[src/rtl/gtcsr_pkg.sv]
// Purpose: constants for the guest translation register bank
// Assumes: 64-bit hypervisor word width by default
// Notes: field layouts for both word widths
package gtcsr_pkg;
	localparam int GTCSR_XLEN = 64;
	// 64-bit layout
	localparam int GTCSR_MODE64_LSB = 60;
	localparam int GTCSR_MODE64_W = 4;
	localparam int GTCSR_ZERO64_LSB = 58;
	localparam int GTCSR_TAG64_LSB = 44;
	localparam int GTCSR_TAG64_W = 14;
	localparam int GTCSR_PPN64_W = 44;
	// 32-bit layout
	localparam int GTCSR_MODE32_LSB = 31;
	localparam int GTCSR_TAG32_LSB = 22;
	localparam int GTCSR_TAG32_W = 9;
	localparam int GTCSR_PPN32_W = 22;
	// tag limits per scheme
	localparam int GTCSR_TAG_LIMIT_34 = 7;
	localparam int GTCSR_TAG_LIMIT_WIDE = 14;
	// scheme encodings
	localparam logic [3:0] GTCSR_MODE_BARE = 4'h0;
	localparam logic [3:0] GTCSR_MODE_P34 = 4'h1;
	localparam logic [3:0] GTCSR_MODE_P41 = 4'h8;
	localparam logic [3:0] GTCSR_MODE_P50 = 4'h9;
	localparam logic [3:0] GTCSR_MODE_P59 = 4'hA;
	// privilege encodings
	localparam logic [1:0] GTCSR_PRIV_U = 2'h0;
	localparam logic [1:0] GTCSR_PRIV_S = 2'h1;
	// reset values (none documented; zero chosen)
	localparam logic [63:0] GTCSR_RESET_VAL = 64'h0000000000000000;
	// trap-instruction info kinds
	typedef enum logic [1:0] {
		GTCSR_TI_ZERO = 2'b00,
		GTCSR_TI_INSN = 2'b01,
		GTCSR_TI_PTW = 2'b10
	} gtcsr_tinfo_t;
	// pseudo-instruction written for an implicit first-stage table access
	localparam logic [63:0] GTCSR_TI_PTW_READ = 64'h0000000000002000;
	localparam logic [63:0] GTCSR_TI_PTW_WRITE = 64'h0000000000002020;
endpackage

[src/rtl/gtcsr_bank.sv]
// Purpose: guest translation control and trap instruction info registers
// Assumes: hart pipeline presents one access per cycle on the csr port
// Notes: fields write-any-read-legal; values legalised on the write path
`timescale 1ns/1ps
// Functional notes
// - trap into HS writes zero or instruction info
// - trap info keeps only hardware-writable values
// - 64-bit layout: mode, zeros, tag, frame
// - trap-vm bit makes HS access illegal
// - 32-bit: mode 0 bare, 1 paged 34
// - 64-bit: modes 0, 8, 9, 10 defined
// - bare: guest addresses pass through untranslated
// - only a subset of paged modes needed
// - unsupported mode write legalises each field
// - paged modes read frame bits 1:0 zero
// - frame bits 1:0 may be hardwired zero
// - tag bits low, contiguous, all writable
// - written ones read back only where implemented
// - tag width capped at 7 or 14
// - implicit table fault marked in trap info
module gtcsr_bank import gtcsr_pkg::*; #(
	parameter int XLEN = GTCSR_XLEN,
	parameter int TAG_BITS = 14,
	parameter bit HAS_P41 = 1'b1,
	parameter bit HAS_P50 = 1'b1,
	parameter bit HAS_P59 = 1'b0
) (
	input wire logic mclk, // hart clock
	input wire logic arst_n, // async reset
	input wire logic clk_en, // freezes state when low
	input wire logic csr_req, // access to one of the two registers
	input wire logic csr_sel_info, // 1 trap info, 0 translation control
	input wire logic csr_we, // write (else read)
	input wire logic [XLEN-1:0] csr_wdata, // write data
	input wire logic [1:0] priv_mode, // effective privilege
	input wire logic virt_mode, // guest mode active
	input wire logic trap_virtual_memory, // machine-status trap bit
	input wire logic user_hypervisor_access, // hypervisor-status user bit
	output logic [XLEN-1:0] csr_rdata, // read data
	output logic csr_illegal, // illegal-instruction on this access
	input wire logic trap_take, // trap taken into HS this cycle
	input wire gtcsr_tinfo_t trap_kind, // what to deposit
	input wire logic [31:0] trap_insn, // transformed trapping instruction
	input wire logic trap_ptw_write, // implicit access was a write
	output logic [3:0] gt_mode, // active scheme
	output logic [TAG_BITS-1:0] guest_machine_tag, // tag for translation
	output logic [43:0] root_frame_number, // root frame
	output logic gt_active, // register active for translation
	output logic gt_bare // no translation; pmp only
);

	localparam int MW = (XLEN == 64) ? GTCSR_MODE64_W : 1;
	localparam int TW = (XLEN == 64) ? GTCSR_TAG64_W : GTCSR_TAG32_W;
	localparam int PW = (XLEN == 64) ? GTCSR_PPN64_W : GTCSR_PPN32_W;
	localparam int TML = (XLEN == 64) ? GTCSR_TAG_LIMIT_WIDE : GTCSR_TAG_LIMIT_34;
	localparam int TB = (TAG_BITS > TML) ? TML : TAG_BITS;
	localparam int ML = (XLEN == 64) ? GTCSR_MODE64_LSB : GTCSR_MODE32_LSB;
	localparam int TL = (XLEN == 64) ? GTCSR_TAG64_LSB : GTCSR_TAG32_LSB;

	////////////////////////////////////////////////////////////////////////
	// legalisation helpers

	function automatic logic mode_ok(input logic [3:0] m);
		if (XLEN == 64)
			mode_ok = (m == GTCSR_MODE_BARE) || (HAS_P41 && m == GTCSR_MODE_P41) ||
				(HAS_P50 && m == GTCSR_MODE_P50) || (HAS_P59 && m == GTCSR_MODE_P59);
		else
			mode_ok = (m == GTCSR_MODE_BARE) || (m == GTCSR_MODE_P34);
	endfunction

	function automatic logic [TW-1:0] tag_mask();
		logic [TW-1:0] k;
		k = '0;
		for (int i = 0; i < TB; i++)
			k[i] = 1'b1;
		tag_mask = k;
	endfunction

	////////////////////////////////////////////////////////////////////////
	// state

	logic [3:0] mode_r;
	logic [3:0] mode_nxt;
	logic [TW-1:0] tag_r;
	logic [TW-1:0] tag_nxt;
	logic [PW-1:0] ppn_r;
	logic [PW-1:0] ppn_nxt;
	logic [XLEN-1:0] info_r;
	logic [XLEN-1:0] info_nxt;
	logic [XLEN-1:0] rdata_nxt;

	wire hs_mode = (priv_mode == GTCSR_PRIV_S) && !virt_mode;
	wire acc_illegal = csr_req && !csr_sel_info && hs_mode && trap_virtual_memory;
	wire ctl_wr = csr_req && csr_we && !csr_sel_info && !acc_illegal;
	wire info_wr = csr_req && csr_we && csr_sel_info;

	wire [3:0] wr_mode = (XLEN == 64) ? 4'(csr_wdata[ML +: MW]) : {3'h0, csr_wdata[ML]};
	wire [TW-1:0] wr_tag = csr_wdata[TL +: TW];
	wire [PW-1:0] wr_ppn = csr_wdata[PW-1:0];

	// unsupported mode keeps old mode but other fields still update
	wire [3:0] legal_mode = mode_ok(wr_mode) ? wr_mode : mode_r;
	wire [TW-1:0] legal_tag = wr_tag & tag_mask();
	wire [PW-1:0] legal_ppn = {wr_ppn[PW-1:2], 2'b00};

	assign mode_nxt = ctl_wr ? legal_mode : mode_r;
	assign tag_nxt = ctl_wr ? legal_tag : tag_r;
	assign ppn_nxt = ctl_wr ? legal_ppn : ppn_r;

	////////////////////////////////////////////////////////////////////////
	// trap instruction info

	wire [XLEN-1:0] ptw_val = trap_ptw_write ? XLEN'(GTCSR_TI_PTW_WRITE) :
		XLEN'(GTCSR_TI_PTW_READ);
	wire [XLEN-1:0] insn_val = {{(XLEN-32){1'b0}}, trap_insn[31:1], 1'b0};
	wire [XLEN-1:0] trap_val = (trap_kind == GTCSR_TI_PTW) ? ptw_val :
		(trap_kind == GTCSR_TI_INSN) ? insn_val : '0;
	// software writes kept only where hardware could have put them
	wire [XLEN-1:0] info_legal = ((csr_wdata == XLEN'(GTCSR_TI_PTW_READ)) ||
		(csr_wdata == XLEN'(GTCSR_TI_PTW_WRITE))) ? csr_wdata :
		{{(XLEN-32){1'b0}}, csr_wdata[31:1], 1'b0};

	// trap deposit wins over a same-cycle software write
	assign info_nxt = trap_take ? trap_val : (info_wr ? info_legal : info_r);

	////////////////////////////////////////////////////////////////////////
	// read path

	wire [XLEN-1:0] ctl_word;
	generate
		if (XLEN == 64) begin : g_w64
			assign ctl_word = {mode_r, 2'b00, tag_r, ppn_r};
		end else begin : g_w32
			assign ctl_word = {mode_r[0], tag_r, ppn_r};
		end
	endgenerate

	assign rdata_nxt = (!csr_req || csr_we || acc_illegal) ? csr_rdata :
		(csr_sel_info ? info_r : ctl_word);

	always_ff @(posedge mclk or negedge arst_n) begin
		if (!arst_n) begin
			mode_r <= GTCSR_RESET_VAL[3:0];
			tag_r <= '0;
			ppn_r <= '0;
			info_r <= '0;
			csr_rdata <= '0;
			csr_illegal <= 1'b0;
		end else if (clk_en) begin
			mode_r <= mode_nxt;
			tag_r <= tag_nxt;
			ppn_r <= ppn_nxt;
			info_r <= info_nxt;
			csr_rdata <= rdata_nxt;
			csr_illegal <= acc_illegal;
		end
	end

	////////////////////////////////////////////////////////////////////////
	// translation outputs

	assign gt_mode = mode_r;
	assign guest_machine_tag = TAG_BITS'(tag_r);
	assign root_frame_number = 44'(ppn_r);
	assign gt_active = !((priv_mode == GTCSR_PRIV_U) && !user_hypervisor_access);
	assign gt_bare = (mode_r == GTCSR_MODE_BARE);
endmodule // gtcsr_bank

[config.mk]
export PLATFORM = sky130hd
export DESIGN_NAME = gtcsr_bank
export DESIGN_NICKNAME = d
export VERILOG_FILES = /design/src/rtl/gtcsr_pkg.sv /design/src/rtl/gtcsr_bank.sv
export SDC_FILE = /design/constraint.sdc
export NUM_CORES = 1
export LEC_CHECK = 0
export ABC_AREA = 0
export BUFFER_PORTS_ARGS = -buffer_cell sky130_fd_sc_hd__buf_2
export CAP_MARGIN = 20
export CORE_MARGIN = 2
export CORE_UTILIZATION = 47
export DETAILED_ROUTE_END_ITERATION = 7
export PLACE_DENSITY_LB_ADDON = 0.05
export SLEW_MARGIN = 20
export SYNTH_ARGS = -nofsm -noshare
export SYNTH_HDL_FRONTEND = slang
export SYNTH_SLANG_ARGS = --single-unit
[constraint.sdc]
create_clock -name mclk -period 0.95 [get_ports mclk]
set_input_delay 0 -clock mclk [delete_from_list [all_inputs] [get_ports mclk]]
set_output_delay 0 -clock mclk [all_outputs]
set_load 0.1 [all_outputs]
==> flow_summary.toml, run 1 <==
[status]
status = "finished, violations left"
failed_checks = "setup timing"

[pwr]
pwr-share-clk_pct = 17.8
p_total_uw = 40730
peakVddDrop_v = 0.001947
comb_power_share_pct = 54.7
pwr-share-seq_pct = 27.6
p_sw_uw = 17520
intPower_uw = 23210
p_leak_uw = 0.007447
p_sw_share_pct = 43.03
powerDensity_nw_per_um2 = 2608

[global_routing]
grt_pass1_wl_mm = 41.58
overflow = 0
antenna_found_initial = 0
grt_max_degree = 37
track_usage_pct = 29.75
grt_pass1_vias = 7508

[detailed_routing]
vias = 6720
drt-vias-per-instance = 5.258
drc_errors = 0
highest_layer = "met4"
met3WireLength_mm = 1.520
antenna_left = 0
drt_pre_antenna_iters = 4
routed_wl_mm = 28.94
wl_met1_mm = 11.32
wl_per_cell_um = 22.65
drt_iter0_markers = 381
met2RoutedLength_mm = 15.13

[setup_path]
max_stage_delay_ns = 0.50
cp_data_arrival_time_ns = 1.56
critical_path_peak_fanout = 2
start_kind = "register"
crit_type = "reg2out"
path_cells = "buf_6, nor4_4, buf_12"
crit_slowest_cell = "dfrtp_4"
required_ns = 0.95
end_kind = "output port"

[clock_tree]
cts_buffer_depth = 2
cts_buffers = 17
cts_tree = "done"
clk-insertion-delay-late_ns = 0.43
cts.sinks = 189
cts.clk_slew.worst_paths_ns = 0.07
cts.htree.levels = 4
cts_root_buffer = "clkbuf_16"

[sta]
slew_headroom_pct = 64.87
finalHoldViolations = 0
fmax_mhz = 639.5
finalSetupViolations = 247
rsz0062_at_grt = "true"
finalCriticalPeriod_ns = 1.564
fin_worst_skew_ns = 0.007798
worst_slack_ns = -0.6137
finalCritPeriodShare_pct = 164.6
whs_ns = 0.04617
drv_slew = 0
worst_pin_slew_ns = 0.5270

[die]
dieWidth_um = 136.5
dieArea_um2 = 18620
initial_utilization_pct = 47.85
coreArea_um2 = 17240
ios = 240
num_rows = 48
die_h_um = 136.5

[finish]
stdcell_count = 1278
final_common_cell = "buf_12"
num_antenna_cells = 0
num-nets-final = 1151
layout-drive-gt1-share_pct = 70.09
final_cell_mix = "buf_12, mux2_4, dfrtp_1"
syn2layout_area_growth_pct = 89.34

[job]
drv_cap = 0

[synth]
yosysTopAreaCell = "dfrtp_1"
yosys.area.top_type_share_pct = 57.34
synth-seq-cells = 189
syn-cell-area_um2 = 8248
ys_seq_area_share_pct = 57.34
syn_inst = 536
async_flop_share_pct = 100.0
yosys-top-cells-area = "dfrtp_1, mux2_2, mux2_4"
synth_area_per_cell_um2 = 15.39
ys.flop_type = "dfrtp_1"
ys_warn_count = 0
synth_edf_count = 0
synthDistinctLibCells = 33

[placement]
hpwlAfterDp_mm = 15.28
place_inst = 1068
gp_congestion = 0.8117
io_buffers = 233

[hold_path]
hold_path_class = "in2async"
## final timing paths
path                            startpoint               endpoint  slack (ns)  cells past startpoint
worst max-delay path            gt_mode[1]                gt_bare       -0.61                      3
worst min-delay path                arst_n             info_r[11]        0.05                      2
worst max register to register  gt_mode[0]          csr_rdata[60]       -0.44                      4
worst min register to register  info_r[50]             info_r[50]        0.48                      1
max in group asynchronous           arst_n  root_frame_number[13]        0.37                      3
min in group mclk                   clk_en            csr_illegal        0.05                      3
## power by group through the flow
stage	registers, uW	clock network [uW]	logic (uW)
2_1_floorplan	19800	0	2950
3_5_place_dp	11100	0	20000
4_1_cts	11100	7150	21600
5_1_grt	11400	7610	22800
3_3_place_gp	11100	0	19800
6_report	11200	7240	22300
## metrics by stage
step	setup slack (ns)	utilization [%]	instance area, um^2	TNS, ns
floorplan	-0.8130	-	8742	-42.27
global placement	-0.4921	73.98	12750	-66.09
detailed placement	-0.5277	73.98	12750	-70.50
CTS	-0.5876	88.53	15260	-30.02
global route	-0.6541	90.60	15620	-40.16
finish	-0.6137	90.60	15620	-35.17
## cell usage after synthesis (4+ instances only)
library cell	instances
dfrtp_1	189
mux2_2	152
mux2_4	56
and2_1	35
a22o_1	29
clkbuf_1	13
inv_1	8
buf_2	7
buf_4	6
buf_6	6
nand2_1	5
mux2i_1	4
## routing by layer
metal,GRT usage [%],vias to the layer above
met1,36.12,3471
li1,-,2918
met2,51.56,269
met3,6.301,62
met5,0,-
met4,11.98,0
## worst max-delay path: cells and delay by family, from the launching register on
family,cells,cell delay [ns]
simple gates,1,0.29
buf+inv,2,0.35
flops,1,0.50
## flip-flops by register name (all words and copies together), names as in the netlist
signal,cells
guest_machine_tag,14
gt_mode,4
info_r,64
csr_illegal,1
csr_rdata,64
root_frame_number,42
## logic make-up (layout without fill, tap and decap cells)
logic type,count (synthesis),in the layout,synth area share (%)
multiplexers,212,212,31.43
AND/OR/NAND/NOR,57,57,4.400
buffers and inverters,42,558,2.837
AO/OA/AOI/OAI,35,35,3.944
other,1,2,0.04547
flip-flops,189,189,57.34
## final cells by class
cell class | instances | area (um^2)
multi-input combinational | 306 | 3632
timing repair buffer | 518 | 6215
clock buffer | 18 | 439.2
tap | 225 | 281.5
clock inverter | 14 | 147.6
sequential | 189 | 4871
inverter | 8 | 30.03
fill | 614 | 1620
## timing repair
item                       4_1_cts  5_1_grt
hold buffers                    92        0
pin swaps                        1        2
setup endpoints to repair      245      245
gates resized for setup        104       41
hold endpoints to repair       279        0
setup buffers                   58       23
gates cloned                     5        2
Note: power is estimated with default switching activity, not from simulation.
==> run 2: changes to the inputs <==
--- a/config.mk
+++ b/config.mk
@@ -8,8 +8,11 @@
 export ABC_AREA = 0
 export BUFFER_PORTS_ARGS = -buffer_cell sky130_fd_sc_hd__buf_2
 export CAP_MARGIN = 20
+export CELL_PAD_IN_SITES_DETAIL_PLACEMENT = 1
+export CELL_PAD_IN_SITES_GLOBAL_PLACEMENT = 2
+export CORE_ASPECT_RATIO = 2
 export CORE_MARGIN = 2
-export CORE_UTILIZATION = 47
+export CORE_UTILIZATION = 32
 export DETAILED_ROUTE_END_ITERATION = 7
 export PLACE_DENSITY_LB_ADDON = 0.05
 export SLEW_MARGIN = 20
==> flow_summary.toml, run 2 (synthesis gave the netlist of run 1 again) <==
[status]
status = "finished, violations left"
failed_checks = "hold timing, setup timing"

[die]
initial_utilization_pct = 32.29
coreArea_um2 = 25550
die_h_um = 231.0
dieArea_um2 = 27150
ios = 240
dieWidth_um = 117.5
num_rows = 83

[clock_tree]
cts.sinks = 189
cts.clk_slew.worst_paths_ns = 0.07
cts_buffer_depth = 2
cts_buffers = 17
clk-insertion-delay-late_ns = 0.45
cts_root_buffer = "clkbuf_16"
cts_tree = "done"
ctsHoldBuffers = 96
cts.htree.levels = 4

[setup_path]
required_ns = 0.95
cp_data_arrival_time_ns = 1.52
end_kind = "output port"
crit_type = "reg2out"
critical_path_peak_fanout = 2
start_kind = "register"
reg2regPathDepth = 3

[pwr]
intPower_uw = 24830
p_leak_uw = 0.007385
p_sw_share_pct = 40.88
pwr-share-seq_pct = 26.7
pwr-share-clk_pct = 20.0
peakVddDrop_v = 0.001562
p_sw_uw = 17170
comb_power_share_pct = 53.3
powerDensity_nw_per_um2 = 2690

[finish]
final_common_cell = "mux2_4"
n_fill_cell = 2410
syn2layout_area_growth_pct = 89.24
fin_util_pct = 61.10
layout-drive-gt1-share_pct = 69.60
num-nets-final = 1144
final_cell_mix = "mux2_4, buf_12, dfrtp_1"
num_antenna_cells = 0

[job]
drv_cap = 0

[sta]
fin_worst_skew_ns = 0.007498
finalCriticalPeriod_ns = 1.521
worst_slack_ns = -0.5711
finalCritPeriodShare_pct = 160.1
finalSetupViolations = 221
finalHoldViolations = 6
whs_ns = -0.01477
fmax_mhz = 657.4
fin_tns_setup_ns = -34.04
rsz0062_at_grt = "true"
drv_slew = 0

[global_routing]
track_usage_pct = 21.30
grt_pass1_wl_mm = 44.15
grt_max_degree = 53
overflow = 0
grt_pass1_vias = 7613
antenna_found_initial = 1

[detailed_routing]
drc_errors = 0
drt-vias-per-instance = 4.584
drt_iter0_markers = 177
wl_per_cell_um = 20.08
routed_wl_mm = 27.83
antenna_left = 0
drt_pre_antenna_iters = 4
vias = 6354

[placement]
hpwlAfterDp_mm = 18.37
gp_congestion = 0.7646
io_buffers = 233

[hold_path]
hold_path_class = "in2async"
## run 2: cell types whose count changed in the layout (fill, tap and decap cells not counted), sizes merged
| cell | change |
|---|---|
| buf | -9 |
| bufinv | +5 |
| clkbuf | +2 |
| clkinv | -3 |
| clkinvlp | +3 |
| dlygate4sd3 | +4 |
| inv | -9 |
## run 2: area by class of cell
| type | count | area [um^2] | area share [%] |
|---|---|---|---|
| inverters | 8 | 30.03 | 0.1924 |
| flip-flops and latches | 189 | 4875 | 31.23 |
| multi-input cells | 306 | 3656 | 23.42 |
| clock buffers | 22 | 484.2 | 3.102 |
| repair buffers | 511 | 5931 | 38.00 |
| clock inverters | 10 | 207.7 | 1.331 |
| well taps | 340 | 425.4 | 2.725 |
## run 2: critical path, stage by stage (launching register included)
cell and delay [ns]:
dfrtp_4 0.48, buf_6 0.13, nor4_4 0.25, buf_12 0.21
## run 2: what timing repair did
item	4_1_cts	5_1_grt
setup endpoints to repair	212	231
setup buffers	64	24
hold endpoints to repair	279	9
cloned	0	0
pin swaps	1	2
resized for setup	107	37
## run 2: final timing paths
kind	slack (ns)	startpoint	to
max	-0.57	gt_mode[1]	gt_bare
min	-0.01	arst_n	info_r[40]
max reg2reg	-0.34	gt_mode[0]	csr_rdata[60]
min reg2reg	0.49	info_r[56]	info_r[56]
max in group asynchronous	0.38	arst_n	root_frame_number[14]
min in group mclk	0.05	csr_wdata[61]	gt_mode[0]
## run 2: through the flow
step           instances  power (uW)  worst slack [ns]  cell area, um^2
2_1_floorplan        537       22760           -0.8130             8742
3_3_place_gp        1178       31050           -0.5010            12860
3_5_place_dp        1178       31300           -0.5367            12860
4_1_cts             1370       41860           -0.6034            15380
5_1_grt             1386       43350           -0.6335            15610
6_report            1386       41990           -0.5711            15610
## run 2: power by group through the flow
stage	combinational [uW]	sequential, uW	clock (uW)
detailed placement	20100	11200	0
finish	22400	11200	8410
CTS	22100	11200	8610
global route	23000	11400	8940
global placement	19900	11200	0
floorplan	2950	19800	0
## run 2: per-layer routing
layer	vias to the layer above	global-route usage, %	routed length, um
met1	3279	22.59	10080
met3	31	4.749	1117
li1	2883	-	-
met4	2	6.401	481
met2	159	41.47	16140
met5	-	0	11
==> run 3: changes to the inputs <==
--- a/config.mk
+++ b/config.mk
@@ -12,7 +12,7 @@
 export CELL_PAD_IN_SITES_GLOBAL_PLACEMENT = 2
 export CORE_ASPECT_RATIO = 2
 export CORE_MARGIN = 2
-export CORE_UTILIZATION = 32
+export CORE_UTILIZATION = 38
 export DETAILED_ROUTE_END_ITERATION = 7
 export PLACE_DENSITY_LB_ADDON = 0.05
 export SLEW_MARGIN = 20
==> constraint.sdc (replaced) <==
create_clock -name mclk -period 1.8 [get_ports mclk]
set_input_delay 0 -clock mclk [delete_from_list [all_inputs] [get_ports mclk]]
set_output_delay 0 -clock mclk [all_outputs]
set_load 0.1 [all_outputs]
==> flow_summary.toml, run 3 (synthesis gave the netlist of run 1 again) <==
[setup_path]
timing.rr.start = "csr_illegal"
worst-path-stages = 7
path_delay_family = "buffers and inverters"
cpMostUsedCell = "dlygate4sd3_1"
required_ns = 2.12
crit_slowest_cell = "dlygate4sd3_1"
r2r_slack_ns = 0.38
reg2regPathDepth = 3
end_kind = "register"
path_cells = "dlygate4sd3_1, buf_2, and3_2, o21ai_4, buf_6, a221oi_1, dlygate4sd3_1"
startpoint = "csr_req"
start_kind = "primary input"
cp_data_arrival_time_ns = 2.03
critical_path_peak_fanout = 14
timing.rr.end = "csr_illegal"
setup.worst_path.end = "info_r[5]"
cp_num_buf_inv = 4
max_stage_delay_ns = 0.57
crit_type = "in2reg"

[job]
drv_cap = 0

[finish]
multiInputGateArea_um2 = 3318
seqCellArea_um2 = 4735
n_fill_cell = 2177
num_antenna_cells = 0
final_common_cell = "buf_2"
stdcell_count = 1153
syn2layout_area_growth_pct = 38.61
final_cell_mix = "buf_2, dfrtp_1, mux2_2"
layout-drive-gt1-share_pct = 57.16
num-nets-final = 978

[pwr]
powerDensity_nw_per_um2 = 1502
p_leak_uw = 0.005633
peakVddDrop_v = 0.0009365
p_sw_uw = 8144
pwr-share-clk_pct = 23.2
comb_power_share_pct = 44.6
intPower_uw = 9027
p_sw_share_pct = 47.43
pwr-share-seq_pct = 32.2

[global_routing]
grt_pass1_vias = 6505
track_usage_pct = 20.71
antenna_found_initial = 0
grt_max_degree = 66
grt_pass1_wl_mm = 35.96
overflow = 0

[detailed_routing]
routed_wl_mm = 22.66
drt-vias-per-instance = 4.908
drt_iter0_markers = 169
antenna_left = 0
vias = 5659
drt_pre_antenna_iters = 4
wl_per_cell_um = 19.65
drc_errors = 0

[clock_tree]
cts_buffer_depth = 2
cts_root_buffer = "clkbuf_16"
cts.sinks = 189
postCtsSetupBuffers = 0
cts_buffers = 17
cts_tree = "done"
cts.htree.levels = 4
clk-insertion-delay-late_ns = 0.43
cts.clk_slew.worst_paths_ns = 0.07

[die]
dieArea_um2 = 22970
coreArea_um2 = 21400
die_h_um = 212.4
num_rows = 76
initial_utilization_pct = 38.55
dieWidth_um = 108.2
ios = 240

[hold_path]
hold_path_class = "in2reg"
hold_path_depth = 4

[sta]
worst_pin_slew_ns = 0.5895
fin_tns_setup_ns = 0
fmax_mhz = 585.3
finalHoldViolations = 0
slew_headroom_pct = 60.70
drv_slew = 0
finalCritPeriodShare_pct = 94.92
fin_worst_skew_ns = 0.008127
rsz0062_at_grt = "false"
finalCriticalPeriod_ns = 1.709
finalSetupViolations = 0

[placement]
gp_congestion = 0.7727
hpwlAfterDp_mm = 15.07
io_buffers = 233
place_inst = 1027

[status]
status = "completed"
## run 3: area by class of cell
class	count	share of cell area [%]
timing repair buffer	345	20.84
sequential	189	41.41
clock buffer	20	4.082
inverter	8	0.2627
multi-input combinational	306	29.02
tap	273	2.988
clock inverter	12	1.390
## run 3: metal layers
metal | track usage (%) | vias up | wire [um]
li1 | - | 2568 | -
met1 | 23.78 | 2910 | 8861
met2 | 37.52 | 155 | 12340
met3 | 4.169 | 26 | 974
met4 | 7.471 | 0 | 482
met5 | 0 | - | 0
## run 3: worst min path at each step
stage,startpoint,endpoint,slack (ns)
after floorplan,arst_n,csr_illegal,-0.30
after global placement,arst_n,root_frame_number[19],0.03
after detailed placement,arst_n,csr_rdata[16],0.05
after CTS,csr_wdata[62],gt_mode[1],0.03
after global routing,csr_wdata[62],gt_mode[1],0.09
final,csr_wdata[62],gt_mode[1],0.08
## run 3: power by group through the flow
stage	clock (uW)	sequential, uW	combinational [uW]
floorplan	0	10300	1390
global placement	0	5570	7450
detailed placement	0	5620	7530
CTS	4120	5550	7700
global route	4270	5640	7890
finish	3990	5530	7650
## run 3: worst register-to-register path: stages (launching register included)
cell and delay [ns]:
dfrtp_1 0.38, and2b_1 0.16, a41o_2 0.22, dlygate4sd3_1 0.55
## run 3: repair_timing
item | CTS | global route
endpoints found under the setup margin | 0 | 1
gates resized for setup | 0 | 1
hold buffers | 94 | 0
endpoints found under the hold margin | 163 | 0
## run 3: through the flow
stage               hold WS (ns)  power [uW]  worst slack (ns)  util, %  cell area, um^2
finish                   0.08185       17170           0.09141    53.43            11430
global route             0.08512       17800           0.02613    53.43            11430
CTS                      0.02701       17360           0.03248    53.42            11430
detailed placement       0.04521       13140            0.1720    46.09             9862
global placement         0.03407       13020            0.1996    46.09             9862
floorplan                -0.2956       11700           0.01938        -             8272
